### config.mk
export PLATFORM = sky130hd
export DESIGN_NAME = ptx_serial_tx
export DESIGN_NICKNAME = d
export VERILOG_FILES = /design/src/ptx_pkg.sv /design/src/ptx_serial_tx.sv /design/src/ptx_sync.sv
export SDC_FILE = /design/constraint.sdc
export NUM_CORES = 1
export LEC_CHECK = 0
export ABC_AREA = 1
export BUFFER_PORTS_ARGS = -buffer_cell sky130_fd_sc_hd__buf_4
export CAP_MARGIN = 40
export CORE_MARGIN = 4
export CORE_UTILIZATION = 60
export CTS_BUF_LIST = sky130_fd_sc_hd__clkbuf_16
export DETAILED_ROUTE_END_ITERATION = 6
export PLACE_DENSITY_LB_ADDON = 0.25
export SLEW_MARGIN = 20
export SYNTH_ARGS = -nofsm -noshare
export SYNTH_HDL_FRONTEND = slang
export SYNTH_SLANG_ARGS = --single-unit
### constraint.sdc
create_clock -name mclk -period 4.8 [get_ports mclk]
set_clock_uncertainty 0.05 [all_clocks]
set_input_delay 0.72 -clock mclk [delete_from_list [all_inputs] [get_ports mclk]]
set_output_delay 0.72 -clock mclk [all_outputs]
set_load 0.02 [all_outputs]
### src/ptx_pkg.sv
// Constants and carrier types for the serial display link transmitter
package ptx_pkg;

   // ==========================================================
   // Link geometry
   localparam int PTX_LANES      = 4;
   localparam int PTX_SLOTS      = 7;
   localparam int PTX_WORD_W     = PTX_LANES * PTX_SLOTS;
   localparam int PTX_SLOT_W     = 3;
   // Forwarded clock is high in slots below this index
   localparam logic [2:0] PTX_CLK_HI_SLOTS = 3'h4;
   localparam logic [2:0] PTX_LAST_SLOT    = 3'h6;

   // ==========================================================
   // Timing
   localparam int MCLK_MHZ       = 200;
   localparam int PLL_LOCK_MS    = 10;
   localparam int PLL_LOCK_CYC   = PLL_LOCK_MS * 1000 * MCLK_MHZ;
   localparam int SLEEP_DELAY_NS = 100;
   localparam int SLEEP_DELAY_CYC = (SLEEP_DELAY_NS * MCLK_MHZ) / 1000;
   // Period counter width; saturation means the pixel clock stopped
   localparam int PER_W          = 8;
   localparam logic [PER_W-1:0] PER_MAX = 8'hFF;
   localparam int LOCK_W         = 22;

   // ==========================================================
   // Carrier of the 28 parallel inputs
   typedef struct packed {
      logic [7:0] red;
      logic [7:0] green;
      logic [7:0] blue;
      logic       line_sync;
      logic       frame_sync;
      logic       data_valid_flag;
      logic       spare_control;
   } ptx_pixel_t;

   typedef enum logic [2:0] {
      ST_SLEEP   = 3'h1,
      ST_ACQUIRE = 3'h2,
      ST_RUN     = 3'h4
   } ptx_state_t;

   // Differential link outputs
   typedef struct packed {
      logic [PTX_LANES-1:0] lane_p;
      logic [PTX_LANES-1:0] lane_n;
      logic                 clk_p;
      logic                 clk_n;
      logic                 oe;
   } ptx_link_t;

endpackage

### src/ptx_serial_tx.sv
// Parallel pixel capture and seven-slot serialiser for four data lanes and a clock lane
// Overview of operation
// - All pixel data inputs are captured on the rising edge of the pixel clock.
// - Sleep input low puts all data and clock outputs into high impedance.
// - Four differential data lanes and one differential clock lane are driven.
// - Each clock period carries seven evenly spaced bit slots, zero to six.
// - Serial output becomes valid only after a lock time of at least 10 ms of running pixel clock.
// - Outputs reach high impedance within 100 ns after sleep goes low.
// - All 28 bits are sampled and sent in every pixel clock cycle.
`timescale 1ns/100ps
module ptx_serial_tx
   import ptx_pkg::*;
#(
   parameter int LOCK_CYC = PLL_LOCK_CYC
) (
   // Clock and reset
   input  wire logic                 mclk,
   input  wire logic                 rst_n,
   // Parallel side
   input  wire ptx_pixel_t           parallel_pixel_inputs,
   input  wire logic                 pixel_shift_clock_in,
   input  wire logic                 sleep_control_n,
   // Serial side
   output      logic [PTX_LANES-1:0] serial_data_lanes_p,
   output      logic [PTX_LANES-1:0] serial_data_lanes_n,
   output      logic                 serial_data_lanes_oe,
   output      logic                 forwarded_link_clock_p,
   output      logic                 forwarded_link_clock_n,
   output      logic                 forwarded_link_clock_oe,
   // Status
   output      logic                 link_locked
);

   // ==========================================================
   // Pin synchronisation
   localparam int SYNC_W = PTX_WORD_W + 2;

   logic [SYNC_W-1:0] pins_sync;
   ptx_pixel_t        pix_sync;
   logic              pclk_sync;
   logic              awake_sync;

   ptx_sync #(.WIDTH(SYNC_W)) u_sync (
      .mclk      (mclk),
      .rst_n     (rst_n),
      .pins      ({parallel_pixel_inputs, pixel_shift_clock_in, sleep_control_n}),
      .pins_sync (pins_sync)
   );

   assign pix_sync   = ptx_pixel_t'(pins_sync[SYNC_W-1:2]);
   assign pclk_sync  = pins_sync[1];
   assign awake_sync = pins_sync[0];

   // ==========================================================
   // State
   typedef struct packed {
      ptx_state_t              state;
      logic                    pclk_prev;
      ptx_pixel_t              pix_prev;
      ptx_pixel_t              word;
      logic [PER_W-1:0]        cnt;
      logic [PER_W-1:0]        per;
      logic [PER_W:0]          acc;
      logic [PTX_SLOT_W-1:0]   slot;
      logic [LOCK_W-1:0]       lock_cnt;
      logic                    locked;
      ptx_link_t               link;
   } ptx_tx_st_t;

   ptx_tx_st_t st_ff;
   ptx_tx_st_t nxt_st;
   logic       pclk_rise;
   logic       clk_lost;
   logic [PER_W:0] acc_step;

   assign pclk_rise = pclk_sync && !st_ff.pclk_prev;
   assign clk_lost  = (st_ff.cnt == PER_MAX);
   assign acc_step  = st_ff.acc + (PER_W+1)'(PTX_SLOTS);

   // ==========================================================
   // Next state
   always_comb begin
      nxt_st = st_ff;
      nxt_st.pclk_prev = pclk_sync;
      // Value held just before the edge already met its setup time
      nxt_st.pix_prev  = pix_sync;
      if (st_ff.cnt != PER_MAX) begin
         nxt_st.cnt = st_ff.cnt + 1'b1;
      end
      if (pclk_rise) begin
         nxt_st.word = st_ff.pix_prev;
         nxt_st.per  = st_ff.cnt + 1'b1;
         nxt_st.cnt  = '0;
         nxt_st.acc  = '0;
         nxt_st.slot = '0;
      end else if (st_ff.slot != PTX_LAST_SLOT) begin
         // Slots spread evenly over the measured period
         if (acc_step >= {1'b0, st_ff.per}) begin
            nxt_st.acc  = acc_step - {1'b0, st_ff.per};
            nxt_st.slot = st_ff.slot + 1'b1;
         end else begin
            nxt_st.acc  = acc_step;
         end
      end

      case (st_ff.state)
         ST_SLEEP: begin
            nxt_st.lock_cnt = '0;
            nxt_st.locked   = 1'b0;
            if (awake_sync) begin
               nxt_st.state = ST_ACQUIRE;
            end
         end
         ST_ACQUIRE: begin
            // Lock waits for a running pixel clock for the full lock time
            if (clk_lost) begin
               nxt_st.lock_cnt = '0;
            end else if (st_ff.lock_cnt == LOCK_W'(LOCK_CYC - 1)) begin
               nxt_st.state  = ST_RUN;
               nxt_st.locked = 1'b1;
            end else begin
               nxt_st.lock_cnt = st_ff.lock_cnt + 1'b1;
            end
         end
         ST_RUN: begin
            if (clk_lost) begin
               nxt_st.state    = ST_ACQUIRE;
               nxt_st.locked   = 1'b0;
               nxt_st.lock_cnt = '0;
            end
         end
         default: begin
            nxt_st.state = ST_SLEEP;
         end
      endcase
      if (!awake_sync) begin
         nxt_st.state = ST_SLEEP;
         nxt_st.locked = 1'b0;
      end

      // Output stage follows the next slot so lanes and state stay aligned
      nxt_st.link.oe = (nxt_st.state != ST_SLEEP);
      for (int l = 0; l < PTX_LANES; l++) begin
         nxt_st.link.lane_p[l] = (nxt_st.state == ST_RUN) &&
                                 nxt_st.word[l*PTX_SLOTS + int'(nxt_st.slot)];
      end
      nxt_st.link.clk_p = (nxt_st.state == ST_RUN) &&
                          (nxt_st.slot < PTX_CLK_HI_SLOTS);
      nxt_st.link.lane_n = ~nxt_st.link.lane_p;
      nxt_st.link.clk_n  = ~nxt_st.link.clk_p;
   end

   always_ff @(posedge mclk or negedge rst_n) begin
      if (!rst_n) begin
         st_ff       <= '0;
         st_ff.state <= ST_SLEEP;
      end else begin
         st_ff <= nxt_st;
      end
   end

   assign serial_data_lanes_p     = st_ff.link.lane_p;
   assign serial_data_lanes_n     = st_ff.link.lane_n;
   assign serial_data_lanes_oe    = st_ff.link.oe;
   assign forwarded_link_clock_p  = st_ff.link.clk_p;
   assign forwarded_link_clock_n  = st_ff.link.clk_n;
   assign forwarded_link_clock_oe = st_ff.link.oe;
   assign link_locked             = st_ff.locked;

   // ==========================================================
   // Assertions
   localparam int LANE_SEL = 2;
   localparam int SLEEP_CHK = 4;
endmodule

### src/ptx_sync.sv
// Two-stage synchroniser for a group of pins
`timescale 1ns/100ps
module ptx_sync #(
   parameter int WIDTH = 1
) (
   // Clock and reset
   input  wire logic             mclk,
   input  wire logic             rst_n,
   // Pins and synchronised copy
   input  wire logic [WIDTH-1:0] pins,
   output      logic [WIDTH-1:0] pins_sync
);

   typedef struct packed {
      logic [WIDTH-1:0] meta;
      logic [WIDTH-1:0] stable;
   } ptx_sync_st_t;

   ptx_sync_st_t st_ff;
   ptx_sync_st_t nxt_st;

   // First stage feeds only the second stage
   always_comb begin
      nxt_st.meta   = pins;
      nxt_st.stable = st_ff.meta;
   end

   always_ff @(posedge mclk or negedge rst_n) begin
      if (!rst_n) begin
         st_ff <= '0;
      end else begin
         st_ff <= nxt_st;
      end
   end

   assign pins_sync = st_ff.stable;

endmodule

Word level (Yosys, flattened, before mapping)

Index checks and enable logic that the tools add are counted.
Widths: inputs -> output; s select.

Bitwise logic cells: 2
Reduce and logical (&&, ||, !) cells: 12
Mux-type cells: 29
Eq/ne operators: 15
$add $sub $neg: 8
$lt $le $gt $ge: 6

Operator list:

| cell                  | count |
|---|---|
| $pmux 23 s3           | 1 |
| $mux 22               | 2 |
| $mux 44               | 1 |
| $mux 12               | 2 |
| $mux 23               | 1 |
| $add 22x1->22 const B | 1 |
| $eq 22x21->1 const B  | 1 |
| $bmux 1 s5            | 3 |
| $mux 3                | 5 |
| $ne 3x3->1 const B    | 5 |
| $mux 1                | 10 |
| $add 9x3->9 const B   | 1 |
| $ge 9x8->1            | 1 |
| $mux 9                | 1 |
| $pmux 3 s3            | 1 |
| $sub 9x8->9           | 1 |
| $add 8x1->8 const B   | 1 |
| $eq 8x8->1 const B    | 1 |
| $mux 8                | 1 |
| $ne 8x8->1 const B    | 1 |
| $add 5x3->6 const A   | 1 |
| $eq 3x3->1 const B    | 2 |
| $logic_and 1x1->1     | 6 |
| $lt 3x6->1 const B    | 1 |
| 20 further kinds      | 21 |

Output and inout port bits: 13
Word-level logic and storage cells: 101
Register bits: 182
Bits of input ports: 32

Longest topological paths before layout

Depth after elaboration: 11
Mapped depth: 26
Mapped depth without buffers: 26

Cells and area by module

From an unflattened synthesis, not the netlist that was laid out.

Cells, all modules: 772
Area, all modules: 7693.6 um^2

By module, submodules not included:

| module        | area an instance (um^2) | sequential area each (um^2) | cells each | times used |
|---|---|---|---|---|
| ptx_serial_tx | 6192.2                  | 3054.2                      | 712        | 1 |
| ptx_sync      | 1501.4                  | 1501.4                      | 60         | 1 |

Worst setup path before layout

Ideal clock, no wire load.

Path kind: register -> register
Start point: reg st_ff[37] (netlist name)
End point: reg st_ff, in the netlist serial_data_lanes_p[3]
Arrival time: 3.286 ns
Cell stages (with the launch flop): 25
Path buffers: 2
Library setup time: 0.115 ns
Data required time: 4.635 ns
Clock period less this slack: 3.452 ns
Setup slack: 1.348 ns
Path through: dfrtp_1 > inv_1 > ha_1 > a21oi_4 > nand3_1 > xor2_1 > inv_1 > ha_1 > nand2_1 > nor2_1 > a21o_1 > nor2_4 > nand2_4 > nand2_2 > nand2_4 > nand3_4 > buf_6 > ha_1 > buf_2 > inv_1 > nand3_1 > nand3_1 > nand2_1 > nor2_1 > nor2_1

RTL lines:

| what                     | line                 | source |
|---|---|---|
| start: declaration       | ptx_serial_tx.sv:70  | `ptx_tx_st_t st_ff;` |
| start signal: assignment | ptx_serial_tx.sv:158 | `st_ff <= nxt_st;` |

==> parameters.txt <==
Parameter                              Value

Die
  Cell Rows    40
  Initial core utilization    62.1%
  CORE AREA    ~12000 sq um
  Boundary Pins    45
  Horizontal die dimension    120 um
  Die Area    14500 sq um
  Overall die height    roughly 120 um

Flow run
  MaxCap Viol Count    0

STA
  Setup repair after global routing missed its margin    no
  Sum of negative setup slack    0 ns
  Fin crit period    4.22 ns
  Slew Limit Headroom    62.8%
  Max-slew violations    0
  Number of setup violations in the final report    0
  Post-route fraction of the period consumed by the critical path    87.9%
  Peak Freq    237 MHz
  Min Hold Slack    about 0.13 ns
  Tightest Pin Transition    about 0.55 ns
  Hold Vio Cnt, Final    0

Yosys
  Count of synthesis-stage warnings from yosys    0
  Async SR Flop Fraction    100%
  Netlist area before placement    7590 sq um
  Top_reg_cell synth    sky130_fd_sc_hd__dfrtp_1
  Sequential fraction of the synthesis area    60.0%
  Count of flip-flops with a built-in enable after synthesis    0
  Synth unique cells    45
  Synthesized Nets    823
  Avg Cell Area, Syn    between 9 and 10 sq um
  Yosys reg bits    between 150 and 200
  Cells after synthesis    774

Finish
  Post-synthesis to final-layout area growth    13.2%
  Most used cells in the layout excluding fill and tap cells    sky130_fd_sc_hd__dfrtp_1, sky130_fd_sc_hd__nand2_1, sky130_fd_sc_hd__inv_1, sky130_fd_sc_hd__nand3_1, sky130_fd_sc_hd__o21ai_0
  Post-layout util    between 70% and 80%
  Fillers    930
  Ratio of cells with drive above 1 in the final layout    around 15%
  Most common cell after layout, fill and taps aside    sky130_fd_sc_hd__dfrtp_1
  Area of combinational cells with multiple inputs    2470 sq um
  Net count, final    863
  Number of antenna cells inserted    0
  Register Area    ~4600 sq um

CTS
  TritonCTS clock tree    yes
  Max clock buf depth    2
  H-Tree Level Count    4
  Clock latency reported for the late side of the worst-skew pair    0.43 ns
  Clock buffer count from CTS    17
  Setup bufs post-CTS    0
  Root buffer selected by CTS    sky130_fd_sc_hd__clkbuf_16
  Number of sinks driven by the clock tree    182
  Post-cts sizing count    0
  Hold buffer count at CTS    0
  Clock transition at the register clock pins on the worst setup and hold paths after CTS    about 0.070 ns

Drt
  Vias per cell    5.33
  Via total after detailed routing    roughly 5.3k
  Per-cell routed wire length    15.4 um
  Number of iterations in the first detailed-routing pass    5
  Iteration-0 DRC Markers    399
  Total Routed Length    15300 um
  DRC viols    0
  Remaining antenna violation count after routing    0

Power
  Int Power    3.35 mW
  Portion of total power attributed to the clock network    approximately 22%
  Switching portion of total power    42.9%
  Switching power    2.52 mW
  Part of the total power dissipated in sequential elements    ~31%
  Pwr dens    683 nW/um^2
  Portion of total power attributed to combinational logic    between 40% and 50%
  Largest voltage drop on the vdd net    0.000373 V
  Leakage power summed over all cells    4.10 nW

Critical path
  CP peak stage delay    0.52 ns
  Cell occurring most often along the worst timing path    sky130_fd_sc_hd__nand2_1
  Worst-path fanout max    33
  Endpoint of the worst-slack reg-to-reg timing path    serial_data_lanes_p[3]
  Logic depth of the worst register-to-register path    23
  Standard cell with the maximum stage delay on the critical path    sky130_fd_sc_hd__ha_1
  Critical path launch point type    flip-flop
  Crit Path Class    reg2reg
  Data required time of the worst path    5.07 ns
  Start of the worst register-to-register path    st_ff[37]
  Critical Path, Cell by Cell    inv_1, ha_1, a21oi_4, nand3_1, xor2_1, inv_1, ha_1, nand2_1, nor2_1, nand2_1, nand2_1, nand2_2, nand2_4, nand2_2, nand2_4, nand3_4, ha_1, inv_1, nand3_1, nand3_1, nand2_1, nor2_1, nor2_1
  Arrival @ worst endpoint    4.49 ns
  Endpoint kind of the worst setup timing path    flip-flop
  Reg-to-reg setup timing slack    a little under 0.6 ns

Global routing
  Wire length of the first global-routing pass    26200 um
  Via count of the first global-routing pass    5379
  Overall routing resource usage    a little under a quarter
  Number of antenna violations at the first check in global routing    0
  Remaining global-route overflow    0
  Largest net degree at the start of global routing    73

Placement
  Gp weighted congestion    0.851
  PortBufs    44
  Half-perimeter wire length after placement    10900 um

Min path
  Class of the tightest hold or removal check    in2async

Status
  Run status    finished, final reports clean
==> state kept, by name (all words and copies together) (netlist names) <==
register / flops
st_ff: 110
u_sync.nxt_st: 30
u_sync.pins_sync: 30
serial_data_lanes_n: 4
link_locked: 1
serial_data_lanes_p: 4
forwarded_link_clock_p: 1
forwarded_link_clock_oe: 1
forwarded_link_clock_n: 1
==> stage by stage <==
| step | power [mW] | instance area [sq um] | cells | setup WS (ns) |
|---|---|---|---|---|
| floorplan | 4.03 | 7590 | 774 | 1.35 |
| global placement | 4.46 | 7990 | 961 | 0.864 |
| detailed placement | 4.54 | 8010 | 962 | 0.638 |
| CTS | 5.88 | 8580 | 994 | 0.607 |
| global route | 6.40 | 8590 | 995 | 0.143 |
| finish | 5.87 | 8590 | 995 | 0.581 |
==> worst max-delay path by stage <==
stage / from / endpoint / slack [ns] / depth (start not counted)
2_1_floorplan: st_ff[37] / serial_data_lanes_p[3] / 1.35 / 24
3_3_place_gp: st_ff[37] / serial_data_lanes_p[3] / 0.86 / 23
3_5_place_dp: st_ff[37] / serial_data_lanes_p[3] / 0.64 / 24
4_1_cts: st_ff[37] / serial_data_lanes_p[3] / 0.61 / 24
5_1_grt: st_ff[37] / serial_data_lanes_p[3] / 0.14 / 22
6_report: st_ff[37] / serial_data_lanes_p[3] / 0.58 / 23
==> cells in the mapped netlist, drive strengths merged (5+ instances only) <==
| library cell | count | share of area (%) |
|---|---|---|
| clkbuf | 11 | 0.54 |
| nor3 | 11 | 0.79 |
| xor2 | 18 | 2.1 |
| o21ai | 57 | 3.8 |
| ha | 16 | 2.6 |
| dfrtp | 181 | 60 |
| nor4 | 5 | 0.41 |
| nand4 | 15 | 1.2 |
| xnor2 | 5 | 0.58 |
| nor2 | 49 | 2.7 |
| a21oi | 29 | 2.2 |
| nand2 | 157 | 8.2 |
| or2 | 17 | 1.4 |
| buf | 18 | 1.8 |
| nand3 | 60 | 4.3 |
| o211ai | 5 | 0.56 |
| inv | 102 | 5.0 |
==> critical path, delay by kind of cell (launching register included) <==
kind	cells	cell delay, ns
buf+inv	3	0.39
simple gates	15	1.79
xor+xnor	1	0.19
compound gates	1	0.20
fa+ha+maj	3	1.14
flops	1	0.36
==> final cells by class <==
cell class	instances	area share [%]
Clock buffer	17	4.95
Clock inverter	15	1.59
Inverter	103	4.50
Multi-Input combinational cell	460	28.8
Sequential cell	182	53.0
Tap cell	168	2.45
Timing Repair Buffer	50	4.73
==> per-layer routing <==
| metal | GRT usage [%] | wire (um) | vias to the layer above |
|---|---|---|---|
| met3 | 6.22 | 805 | 23 |
| met4 | 6.66 | 242 | 0 |
| met1 | 32.3 | 6970 | 2577 |
| li1 | - | - | 2566 |
| met2 | 37.0 | 7310 | 142 |
| met5 | 0 | 0 | - |
==> power groups by stage <==
stage / Sequential (mW) / Clock [mW] / Combinational [mW]
global placement: 1.85 / 0 / 2.62
floorplan: 1.84 / 0 / 2.19
CTS: 1.83 / 1.34 / 2.72
detailed placement: 1.85 / 0 / 2.69
finish: 1.82 / 1.31 / 2.73
global route: 1.85 / 1.42 / 3.13
==> kinds of logic after synthesis <==
group | after synthesis | synth area share, %
simple gates | 316 | 19.1
flops | 182 | 60.0
buf+inv | 132 | 7.45
compound gates | 102 | 7.57
xor+xnor | 23 | 2.65
fa+ha+maj | 17 | 2.90
mux | 2 | 0.264
Note: power is estimated with default switching activity, not from simulation.
